### src/smp_pkg.sv
/*
 * smp_pkg: shared constants for the sector map parameter table and its reader.
 * assumes: both ends import it; locations are 12-bit byte addresses.
 */
package smp_pkg;
    // ------------------------------------------------------------
    // table layout
    // ------------------------------------------------------------
    localparam int unsigned SMP_AW = 12;
    localparam logic [11:0] SMP_LOC_MID_FIRST = 12'h256;
    localparam logic [11:0] SMP_LOC_MID_LAST = 12'h257;
    localparam logic [11:0] SMP_LOC_U32_TYPE = 12'h258;
    localparam logic [11:0] SMP_LOC_U32_CNT = 12'h259;
    localparam logic [11:0] SMP_LOC_U32_FIRST = 12'h25A;
    localparam logic [11:0] SMP_LOC_U32_LAST = 12'h25B;
    localparam logic [11:0] SMP_LOC_T8_TYPE = 12'h25C;
    localparam logic [11:0] SMP_LOC_T8_CNT = 12'h25D;
    localparam logic [11:0] SMP_LOC_T8_FIRST = 12'h25E;
    localparam logic [11:0] SMP_LOC_T8_LAST = 12'h25F;
    // ------------------------------------------------------------
    // table contents
    // ------------------------------------------------------------
    localparam logic [7:0] SMP_VAL_MID_FIRST = 8'h00;
    localparam logic [7:0] SMP_VAL_MID_LAST = 8'hFC;
    localparam logic [7:0] SMP_VAL_U32_TYPE = 8'h03;
    localparam logic [7:0] SMP_VAL_U32_CNT = 8'h00;
    localparam logic [7:0] SMP_VAL_U32_FIRST = 8'hFE;
    localparam logic [7:0] SMP_VAL_U32_LAST = 8'hFE;
    localparam logic [7:0] SMP_VAL_T8_TYPE = 8'h02;
    localparam logic [7:0] SMP_VAL_T8_CNT = 8'h02;
    localparam logic [7:0] SMP_VAL_T8_FIRST = 8'h07;
    localparam logic [7:0] SMP_VAL_T8_LAST = 8'h0E;
    localparam logic [7:0] SMP_VAL_UNMAPPED = 8'hFF;
    // ------------------------------------------------------------
    // decode constants
    // ------------------------------------------------------------
    localparam logic [3:0] SMP_DENSITY_M = 4'h7;
    localparam logic [7:0] SMP_TYPE_8K = 8'h02;
    localparam logic [7:0] SMP_TYPE_64K = 8'h04;
    // ------------------------------------------------------------
    // host register map
    // ------------------------------------------------------------
    localparam logic [3:0] SMP_REG_CTRL = 4'h0;
    localparam logic [3:0] SMP_REG_STAT = 4'h1;
    localparam logic [3:0] SMP_REG_TYPE = 4'h2;
    localparam logic [3:0] SMP_REG_COUNT = 4'h3;
    localparam logic [3:0] SMP_REG_FIRST = 4'h4;
    localparam logic [3:0] SMP_REG_LAST = 4'h5;
    localparam logic [3:0] SMP_REG_RAW = 4'h6;
    localparam int unsigned SMP_CTRL_SEC_LSB = 0;
    localparam int unsigned SMP_CTRL_GO_BIT = 4;
    localparam logic [2:0] SMP_SEC_MID = 3'h3;
    localparam logic [2:0] SMP_SEC_U32 = 3'h4;
    localparam logic [2:0] SMP_SEC_T8 = 3'h5;
endpackage

### src/smp_link_if.sv
/*
 * smp_link_if: byte fetch link between table and reader.
 * assumes: single clock; data returns the cycle after a request.
 */
`timescale 1ns/1ns
interface smp_link_if;
    logic req;
    logic [11:0] addr;
    logic wr;
    logic [7:0] wdata;
    logic [7:0] rdata;
    logic rvalid;
    modport table_end (input req, input addr, input wr, input wdata,
                       output rdata, output rvalid);
    modport reader_end (output req, output addr, output wr, output wdata,
                        input rdata, input rvalid);
endinterface

### src/smp_reader.sv
/*
 * smp_reader: fetches one major section (four bytes) and decodes it.
 * assumes: table answers one cycle after each request; software on a plain
 * register port with read data one cycle after the read strobe.
 */
`timescale 1ns/1ns
// ------------------------------------------------------------
// Overview of operation
// - location MIDSECTION_LAST_BIT_ADDER returns FCH
// - location UPPER32K_SECTOR_TYPE returns type 03H
// - location UPPER32K_BLOCK_COUNT_EXP returns count exponent 00H
// - locations UPPER32K_FIRST_BIT_ADDER and UPPER32K_LAST_BIT_ADDER return FEH
// - location TOP8K_SECTOR_TYPE returns type 02H
// - location TOP8K_BLOCK_COUNT_EXP returns count exponent 02H
// - location TOP8K_FIRST_BIT_ADDER returns 07H
// - location TOP8K_LAST_BIT_ADDER returns 0EH
// - bit position is 2^m plus one plus adder
// - adder bytes are two's complement
// - type codes 01H..04H name size slots
// - first location 00H means bit zero
// - bit range length equals block count (the code expects twice the count for 8K sections and does not check 64K)
// - 8K sections: odd read lock, even write
// - uniform 4K sectors are not listed
// - repeated sizes are separate sections
// - location 256H returns 00H
// ------------------------------------------------------------
module smp_reader (
    input wire logic mclk_i,
    input wire logic rstn_i,
    input wire logic ce_i,
    input wire logic [3:0] addr_i,
    input wire logic [7:0] wdata_i,
    input wire logic wr_i,
    input wire logic rd_i,
    output logic [7:0] rdata_o,
    smp_link_if.reader_end link
);
    import smp_pkg::*;

    typedef enum logic [1:0] {SMP_IDLE, SMP_FETCH, SMP_DONE} smp_state_type;

    smp_state_type state_q;
    logic [2:0] sec_q;
    logic [2:0] idx_q;
    logic [1:0] got_q;
    logic [7:0] raw_q [4];
    logic busy_q;
    logic err_q;
    logic [7:0] first_q;
    logic [7:0] last_q;
    logic [8:0] count_q;

    // ------------------------------------------------------------
    // decode helpers
    // ------------------------------------------------------------
    // base location of a section; sections 3..5 sit four bytes apart, other codes take section 4
    function automatic logic [11:0] smp_base(input logic [2:0] s);
        logic [11:0] b;
        b = SMP_LOC_U32_TYPE;
        if (s == SMP_SEC_MID) begin
            b = SMP_LOC_MID_FIRST - 12'h002;
        end else if (s == SMP_SEC_T8) begin
            b = SMP_LOC_T8_TYPE;
        end
        return b;
    endfunction

    // adder byte to bit position; 00H on the first location is literal
    function automatic logic [7:0] smp_pos(input logic [7:0] c, input logic lit0);
        logic [8:0] p;
        p = (9'h001 << SMP_DENSITY_M) + 9'h001 + {c[7], c};
        if (lit0 && c == 8'h00) begin
            p = 9'h000;
        end
        return p[7:0];
    endfunction

    // ------------------------------------------------------------
    // fetch sequencer
    // ------------------------------------------------------------
    // one request per cycle, four in a row; answers counted separately
    always_ff @(posedge mclk_i or negedge rstn_i) begin
        if (!rstn_i) begin
            state_q <= SMP_IDLE;
            idx_q <= 3'h0;
            busy_q <= 1'b0;
        end else if (ce_i) begin
            case (state_q)
                SMP_IDLE: begin
                    if (wr_i && addr_i == SMP_REG_CTRL && wdata_i[SMP_CTRL_GO_BIT]) begin
                        state_q <= SMP_FETCH;
                        idx_q <= 3'h0;
                        busy_q <= 1'b1;
                    end
                end
                SMP_FETCH: begin
                    if (idx_q == 3'h3) begin
                        state_q <= SMP_DONE;
                    end
                    idx_q <= idx_q + 3'h1;
                end
                SMP_DONE: begin
                    // the fourth answer lands here
                    if (link.rvalid && got_q == 2'h3) begin
                        state_q <= SMP_IDLE;
                        busy_q <= 1'b0;
                    end
                end
                default: begin
                    state_q <= SMP_IDLE;
                end
            endcase
        end
    end

    // request lines, always reads: the table is never written
    always_ff @(posedge mclk_i or negedge rstn_i) begin
        if (!rstn_i) begin
            link.req <= 1'b0;
            link.addr <= 12'h000;
            link.wr <= 1'b0;
            link.wdata <= 8'h00;
        end else if (ce_i) begin
            link.wr <= 1'b0;
            link.wdata <= 8'h00;
            link.req <= (state_q == SMP_FETCH);
            link.addr <= smp_base(sec_q) + {9'h000, idx_q};
        end
    end

    // capture answers in arrival order
    always_ff @(posedge mclk_i or negedge rstn_i) begin
        if (!rstn_i) begin
            got_q <= 2'h0;
            for (int i = 0; i < 4; i++) begin
                raw_q[i] <= 8'h00;
            end
        end else if (ce_i) begin
            if (state_q == SMP_IDLE) begin
                got_q <= 2'h0;
            end else if (link.rvalid) begin
                raw_q[got_q] <= link.rdata;
                got_q <= got_q + 2'h1;
            end
        end
    end

    // section select
    always_ff @(posedge mclk_i or negedge rstn_i) begin
        if (!rstn_i) begin
            sec_q <= SMP_SEC_U32;
        end else if (ce_i && state_q == SMP_IDLE && wr_i && addr_i == SMP_REG_CTRL) begin
            sec_q <= wdata_i[SMP_CTRL_SEC_LSB +: 3];
        end
    end

    // ------------------------------------------------------------
    // section decode
    // ------------------------------------------------------------
    // 64K count is 2^n-2, others 2^n; error if bit range disagrees with count, except for 64K sections.
    // 8K blocks own a read lock and a write lock bit, so their range is twice the count
    always_ff @(posedge mclk_i or negedge rstn_i) begin
        if (!rstn_i) begin
            first_q <= 8'h00;
            last_q <= 8'h00;
            count_q <= 9'h000;
            err_q <= 1'b0;
        end else if (ce_i && state_q == SMP_DONE && link.rvalid && got_q == 2'h3) begin
            first_q <= smp_pos(raw_q[2], 1'b1);
            last_q <= smp_pos(link.rdata, 1'b0);
            if (raw_q[0] == SMP_TYPE_64K) begin
                count_q <= (9'h001 << raw_q[1][3:0]) - 9'h002;
            end else begin
                count_q <= 9'h001 << raw_q[1][3:0];
            end
            // range length must match count (64K section excluded: it spans 126)
            err_q <= (raw_q[0] != SMP_TYPE_64K) &&
                ({1'b0, smp_pos(link.rdata, 1'b0) - smp_pos(raw_q[2], 1'b1)} + 9'h001
                 != ((9'h001 << raw_q[1][3:0]) << (raw_q[0] == SMP_TYPE_8K)));
        end
    end

    // ------------------------------------------------------------
    // register read port
    // ------------------------------------------------------------
    // status bit 2 flags an 8K section: odd bits read locks, even write locks
    always_ff @(posedge mclk_i or negedge rstn_i) begin
        if (!rstn_i) begin
            rdata_o <= 8'h00;
        end else if (ce_i) begin
            rdata_o <= 8'h00;
            if (rd_i) begin
                if (addr_i == SMP_REG_CTRL) begin
                    rdata_o <= {5'h00, sec_q};
                end else if (addr_i == SMP_REG_STAT) begin
                    rdata_o <= {5'h00, raw_q[0] == SMP_TYPE_8K, err_q, busy_q};
                end else if (addr_i == SMP_REG_TYPE) begin
                    rdata_o <= raw_q[0];
                end else if (addr_i == SMP_REG_COUNT) begin
                    rdata_o <= count_q[7:0];
                end else if (addr_i == SMP_REG_FIRST) begin
                    rdata_o <= first_q;
                end else if (addr_i == SMP_REG_LAST) begin
                    rdata_o <= last_q;
                end else if (addr_i == SMP_REG_RAW) begin
                    rdata_o <= raw_q[3];
                end
            end
        end
    end
endmodule

### src/flat_wrapper.sv
// flat-port wrapper written by rule: the top's interface ports become plain ports
module smp_reader_flat import smp_pkg::*;
  (mclk_i, rstn_i, ce_i, addr_i, wdata_i, wr_i, rd_i, rdata_o, link_req, link_addr, link_wr, link_wdata, link_rdata, link_rvalid);
  smp_link_if link_i ();
  input wire logic mclk_i;
  input wire logic rstn_i;
  input wire logic ce_i;
  input wire logic [3:0] addr_i;
  input wire logic [7:0] wdata_i;
  input wire logic wr_i;
  input wire logic rd_i;
  output logic [7:0] rdata_o;
  output wire logic [$bits(link_i.req)-1:0] link_req;
  output wire logic [$bits(link_i.addr)-1:0] link_addr;
  output wire logic [$bits(link_i.wr)-1:0] link_wr;
  output wire logic [$bits(link_i.wdata)-1:0] link_wdata;
  input wire logic [$bits(link_i.rdata)-1:0] link_rdata;
  input wire logic [$bits(link_i.rvalid)-1:0] link_rvalid;
  assign link_req = link_i.req;
  assign link_addr = link_i.addr;
  assign link_wr = link_i.wr;
  assign link_wdata = link_i.wdata;
  assign link_i.rdata = link_rdata;
  assign link_i.rvalid = link_rvalid;
  smp_reader u_core (.mclk_i(mclk_i), .rstn_i(rstn_i), .ce_i(ce_i), .addr_i(addr_i), .wdata_i(wdata_i), .wr_i(wr_i), .rd_i(rd_i), .rdata_o(rdata_o), .link(link_i));
endmodule
### config.mk
export PLATFORM = sky130hd
export DESIGN_NAME = smp_reader_flat
export DESIGN_NICKNAME = d
export VERILOG_FILES = /design/src/smp_pkg.sv /design/src/smp_link_if.sv /design/src/smp_reader.sv /design/src/flat_wrapper.sv
export SDC_FILE = /design/constraint.sdc
export NUM_CORES = 1
export LEC_CHECK = 0
export ABC_AREA = 1
export CELL_PAD_IN_SITES_DETAIL_PLACEMENT = 2
export CELL_PAD_IN_SITES_GLOBAL_PLACEMENT = 2
export CORE_MARGIN = 5
export CORE_UTILIZATION = 34
export CTS_CLUSTER_SIZE = 24
export DETAILED_ROUTE_END_ITERATION = 8
export DONT_BUFFER_PORTS = 1
export GPL_TIMING_DRIVEN = 1
export PLACE_DENSITY_LB_ADDON = 0.1
export SLEW_MARGIN = 30
export SYNTH_ARGS = -nofsm -noshare
export SYNTH_HDL_FRONTEND = slang
export SYNTH_SLANG_ARGS = --single-unit
### constraint.sdc
create_clock -name mclk_i -period 5.43 [get_ports mclk_i]
set_input_delay 0.2715 -clock mclk_i [delete_from_list [all_inputs] [get_ports mclk_i]]
set_output_delay 0.2715 -clock mclk_i [all_outputs]
set_load 0.01 [all_outputs]
Word-level counts from Yosys, hierarchy flattened
Index checks and enable logic that the tools add are counted.
Widths: inputs -> output; s select.
{"block": "op_classes", "add_sub_neg": 8, "n_lt_le_gt_ge": 2, "eq_ne": 19, "shifts": 2, "mux": 28, "n_bitwise": 2, "n_reduce_logical": 22}
{"op": "$mux 8", "n": 12}
{"op": "$bwmux 32", "n": 1}
{"op": "$mux 12", "n": 2}
{"op": "$add 8x8->8 const A", "n": 2}
{"op": "$demux 8 s2", "n": 1}
{"op": "$add 12x3->12", "n": 1}
{"op": "$eq 4x3->1 const B", "n": 3}
{"op": "$logic_and 1x1->1", "n": 11}
{"op": "$mux 2", "n": 5}
{"op": "$add 8x1->9 const B", "n": 1}
{"op": "$ne 9x9->1", "n": 1}
{"op": "$shl 1x4->9 const A", "n": 1}
{"op": "$shl 9x1->9", "n": 1}
{"op": "$eq 4x2->1 const B", "n": 2}
{"op": "$eq 8x2->1 const B", "n": 1}
{"op": "$eq 8x3->1 const B", "n": 1}
{"op": "$logic_not 8->1", "n": 1}
{"op": "$ne 8x3->1 const B", "n": 1}
{"op": "$reduce_and 4->1", "n": 2}
{"op": "$sub 8x2->8 const B", "n": 1}
{"op": "$sub 8x8->8", "n": 1}
{"op": "$eq 3x2->1 const B", "n": 2}
{"op": "$mux 3", "n": 2}
{"op": "$ne 2x1->1 const B", "n": 3}
{"op": "19 further kinds", "n": 24}
{"block": "word_totals", "reg_bits": 89, "out_inout_bits": 30}

Depth between registers and ports, before layout
{"block": "logic_depth", "depth_word": 9, "ltp_mapped": 25, "depth_no_buf": 25}

Worst setup path after synthesis
Ideal clock, no wire load.
{"block": "synth_path", "path_kind": "flip-flop to flip-flop", "from": "register u_core.raw_q[8] in the netlist's numbering", "to": "register u_core.err_q", "arrival_ps": 2676, "slack_ps": 2637, "stages_incl_launch_ff": 25, "n_path_buf": 0, "synth_period_minus_slack_ps": 2793, "cell_sequence": "dfrtp_1 > inv_1 > ha_1 > nand2_1 > nor2_1 > nand2_1 > inv_1 > nor2_1 > ha_1 > fa_1 > inv_1 > ha_1 > inv_1 > nor2_4 > nand3_2 > nor2_4 > nand3_2 > clkinv_1 > nand2_1 > nand2_1 > nand2_1 > nor2_2 > nand3_1 > nand2_1 > nand2_1"}
{"block": "synth_via", "elab_chain_cells": 7, "elab_cells_between_ends": 8}
{"item": "start, declared", "line_no": "smp_reader.sv:46", "rtl": "logic [7:0] raw_q [4];"}
{"item": "start signal, assigned by index", "line_no": "smp_reader.sv:142", "rtl": "raw_q[got_q] <= link.rdata;"}
{"item": "$add 8x8->8 or $logic_not 8->1 (tied branches)", "line_no": "smp_reader.sv:71, smp_reader.sv:72"}
{"item": "$mux 8 (*)", "line_no": "smp_reader.sv:72", "rtl": "if (lit0 && c == 8'h00) begin"}
{"item": "$mux 8 (*)", "line_no": "smp_reader.sv:168", "rtl": "end else if (ce_i && state_q == SMP_DONE && link.rvalid && got_q == 2'h3) begin"}
{"item": "$sub 8x8->8 (*)", "line_no": "smp_reader.sv:178", "rtl": "({1'b0, smp_pos(link.rdata, 1'b0) - smp_pos(raw_q[2], 1'b1)} + 9'h001"}
{"item": "$add 8x1->9 (*)", "line_no": "smp_reader.sv:178"}
{"item": "$ne 9x9->1 (*)", "line_no": "smp_reader.sv:179", "rtl": "!= ((9'h001 << raw_q[1][3:0]) << (raw_q[0] == SMP_TYPE_8K)));"}
{"item": "$logic_and 1x1->1 (*)", "line_no": "smp_reader.sv:177", "rtl": "err_q <= (raw_q[0] != SMP_TYPE_64K) &&"}
{"item": "end signal, assigned", "line_no": "smp_reader.sv:177"}
{"item": "end, declared", "line_no": "smp_reader.sv:48", "rtl": "logic err_q;"}
Every way passes the cells marked *; elsewhere a longest branch is shown, timed or not. The select of a mux whose other input is x is not followed.
A chain may end at the register's enable or synchronous reset.

Worst setup path in the final report
Ends and elaborated chain as after synthesis.

==> qor.csv <==
stage,metric,value,unit
drt,vias per cell,5.03,
clock_network,CTS H-tree lvls,3,
floorplan,Core Region,14600,um^2
sta,f_max,300,MHz
power_and_ir_drop,clock group share of total power,18.4,%
power_and_ir_drop,Pleak,0.00283,uW
synth,Syn Area/Cell,7.25,um^2
placed_design,placer congestion estimate,0.805,
global_route,vias in the first global route,5012,
cells_and_area,fillers,1792,
setup_path,"most used cell, CP",nand2_1,
floorplan,Core Rows,44,
power_and_ir_drop,Net Sw Frac,46.4,%
sta,clk_skew,0.00704,ns
clock_network,clk buf depth,2,
power_and_ir_drop,P_int,1590,uW
setup_path,CP startpoint,u_core.raw_q[8],
floorplan,Die Width,133,um
clock_network,clk slew on worst S/H paths,0.06,ns
global_route,Overflow after GRT,0,
power_and_ir_drop,worst vdd ir,0.166,mV
drt,Iter 0 DRT Violations,159,
sta,fin. max-slew vios,0,
setup_path,largest stage delay on the critical path,0.42,ns
setup_path,CP Class,flip-flop to flip-flop,
placed_design,Inst Count DP,878,
synth,Yosys reg bits,80,
clock_network,root buf cell,clkbuf_16,
setup_path,"Req. time, crit path",5.64,ns
sta,relative slew slack,43.8,%
drt,drt drc,0,
status,status,"finished, final reports clean",
floorplan,die footprint,17600,um^2
sta,RSZ-0062 raised after global routing,no,
floorplan,IO Pins,56,
synth,synthesized area,5120,um^2
synth,"Seq/Total Area, Yosys",39.1,%
setup_path,Crit Path Max Fanout,4,
power_and_ir_drop,power per cell area,536,nW/um^2
synth,Async SR Flop Fraction,100,%
synth,Synth Instances,707,
global_route,largest net degree at the start of global routing,81,
sta,Setup TNS Final,0,ns
floorplan,Die H,133,um
clock_network,clk_lat worst skew,0.33,ns
sta,Setup Viol. Count Final,0,
setup_path,CP Capture Type,flip-flop,
clock_network,cts repair resizes,0,
global_route,GRT Resource Usage Total,18.0,%
cells_and_area,layout cell share with drive strength beyond 1,8.74,%
clock_network,number of CTS-inserted buffers,9,
min_path,HP Class,input pin to flip-flop,
cells_and_area,nets,754,
cells_and_area,Ant. Diodes,0,
floorplan,Initial Util,35.0,%
sta,Worst Max-Slew Pin Slew,0.843,ns
setup_path,Worst Path Arrival,3.54,ns
drt,Post-Route WL,15400,um
placed_design,placed wire-length estimate,12400,um
drt,1st-pass router iterations,4,
setup_path,crit path max-delay cell type,fa_1,
clock_network,CTS tree,done,
setup_path,worst r2r src,u_core.raw_q[8],
drt,drt wl/cell,17.2,um
min_path,HP Start,link_rdata[0],
power_and_ir_drop,register share of total power,31.2,%
drt,via count,4492,
sta,final period utilization,61.4,%
sta,crit path time final,3.34,ns
placed_design,I/O Buffers,0,
power_and_ir_drop,Net Switching,1380,uW
drt,Detail Route Antenna Nets,0,
synth,Synth cell types,45,
global_route,initial antenna violation count,0,
clock_network,clk sinks,80,
setup_path,CP Launch Type,flip-flop,
run,# Max-Cap Violations,0,
synth,synth warn,0,
setup_path,CP cell instances,inv_1 -> ha_1 -> nand2_1 -> nor2_1 -> nand2_1 -> inv_1 -> nor2_1 -> ha_1 -> fa_1 -> inv_1 -> ha_1 -> inv_1 -> nor2_4 -> nand3_2 -> nor2_4 -> nand2_1 -> nand2_1 -> nand2_1 -> nand2_1 -> nand2_1 -> nor2_2 -> nand3_1 -> nand2_1 -> nand2_1,
power_and_ir_drop,Gate power share,50.4,%
synth,top_reg_cell synth,dfrtp_1,
global_route,global-route wire length before repair,25700,um
cells_and_area,area grow syn2layout,8.26,%
synth,Post-synth EDFFs,0,
sta,Hold Fails Final Rpt,0,
clock_network,Post-CTS Setup Inserts,0,
cells_and_area,"Cell Count, Final, Fillers Out",893,
==> flip-flops by register name, indices dropped and copies added (netlist names) <==
register / flops
u_core.link.req: 1
u_core.raw_q: 28
u_core.first_q: 8
u_core.err_q: 1
u_core.last_q: 8
u_core.rdata_o: 8
u_core.got_q: 2
u_core.sec_q: 3
u_core.busy_q: 1
u_core.idx_q: 3
u_core.state_q: 2
u_core.link.addr: 7
u_core.count_q: 8
==> synthesized netlist by cell type, types with 5 or more instances <==
cell type,number,area [um^2]
dfrtp_1,79,1980
clkbuf_1,10,37.5
inv_2,10,37.5
nor2_1,39,146
nor2_2,6,37.5
nand4_1,5,31.3
buf_4,14,105
nand2_1,240,901
nor2_4,7,78.8
nand3_1,33,165
o21ai_1,7,35.0
inv_1,90,338
o211ai_1,5,37.5
a21oi_1,17,85.1
o21ai_0,65,325
xor2_1,8,70.1
nand2_2,9,56.3
ha_1,20,250
a32o_1,5,50.1
nand3_2,5,50.1
==> layout by cell type, fill, tap and decap left out, drive strengths merged, types with 5 or more instances in the layout <==
| master | synthesis | routed |
|---|---|---|
| nand2 | 251 | 251 |
| nor3 | 6 | 6 |
| inv | 100 | 100 |
| o21ai | 72 | 72 |
| dfrtp | 79 | 79 |
| conb | 1 | 13 |
| ha | 20 | 20 |
| o211ai | 6 | 6 |
| clkbuf | 10 | 12 |
| nand3 | 38 | 38 |
| xor2 | 8 | 8 |
| nand4 | 5 | 5 |
| a21oi | 17 | 17 |
| nor2 | 52 | 52 |
| a32o | 5 | 5 |
==> metrics by stage <==
step                utilization [%]  setup slack, ns  hold slack (ns)  instance area (um^2)  power, uW
finish                         37.9             2.09           0.0583                  5550       2970
global route                   37.9             1.72           0.0393                  5550       3280
CTS                            37.9             2.00           0.0496                  5550       3020
detailed placement             35.8             2.05          -0.0221                  5250       2440
global placement               35.8             2.22          -0.0218                  5250       2330
floorplan                         -             2.64          -0.0241                  5170       2040
==> kinds of logic after synthesis <==
| kind of cell | after synthesis | share of synthesized area (%) |
|---|---|---|
| fa+ha+maj | 21 | 5.28 |
| xor+xnor | 8 | 1.37 |
| flops | 80 | 39.1 |
| compound gates | 109 | 12.0 |
| buf+inv | 127 | 10.5 |
| simple gates | 360 | 31.5 |
| mux | 1 | 0.220 |
| other cells | 1 | 0.0732 |
==> final cells by class <==
type | instances | area [um^2] | share of cell area (%)
Timing Repair Buffer | 3 | 45.0 | 0.812
Multi-Input combinational cell | 512 | 2630 | 47.4
Sequential cell | 80 | 2000 | 36.1
Tap cell | 184 | 230 | 4.15
Clock inverter | 1 | 5.00 | 0.0903
Inverter | 101 | 379 | 6.84
Clock buffer | 12 | 256 | 4.63
==> final timing paths <==
path,end,slack [ns],depth (start not counted)
worst max register to register,u_core.err_q,2.09,24
min in group asynchronous,u_core.link.addr[0],0.50,2
worst min register to register,u_core.last_q[4],0.48,2
worst max-delay path,u_core.err_q,2.09,24
max in group asynchronous,u_core.last_q[4],4.57,2
worst min-delay path,u_core.last_q[0],0.06,1
==> routing by layer <==
layer	part of all wire, %	GRT usage (%)	vias to the layer above
met5	0	0	-
met4	0.89	3.00	0
met3	2.0	3.19	12
met2	51	32.7	42
met1	46	22.6	2222
li1	-	-	2216
==> power groups by stage <==
stage / logic (uW) / clock network (uW) / registers (uW)
2_1_floorplan: 1150 / 0 / 884
3_3_place_gp: 1400 / 0 / 924
3_5_place_dp: 1500 / 0 / 938
4_1_cts: 1520 / 564 / 930
5_1_grt: 1730 / 594 / 951
6_report: 1500 / 547 / 926
==> repair_timing <==
action                     4_1_cts  5_1_grt
hold buffers                     2        0
setup endpoints to repair        0        0
hold endpoints to repair        80        0
==> worst max-delay path, delay by kind of cell, from the launching register on <==
kind,cells,cell delay (ns)
buffers and inverters,4,0.33
adder cells (fa/ha/maj),4,0.99
flip-flops,1,0.40
AND/OR/NAND/NOR,16,1.48
No activity file was read; power rests on OpenSTA's default activity.
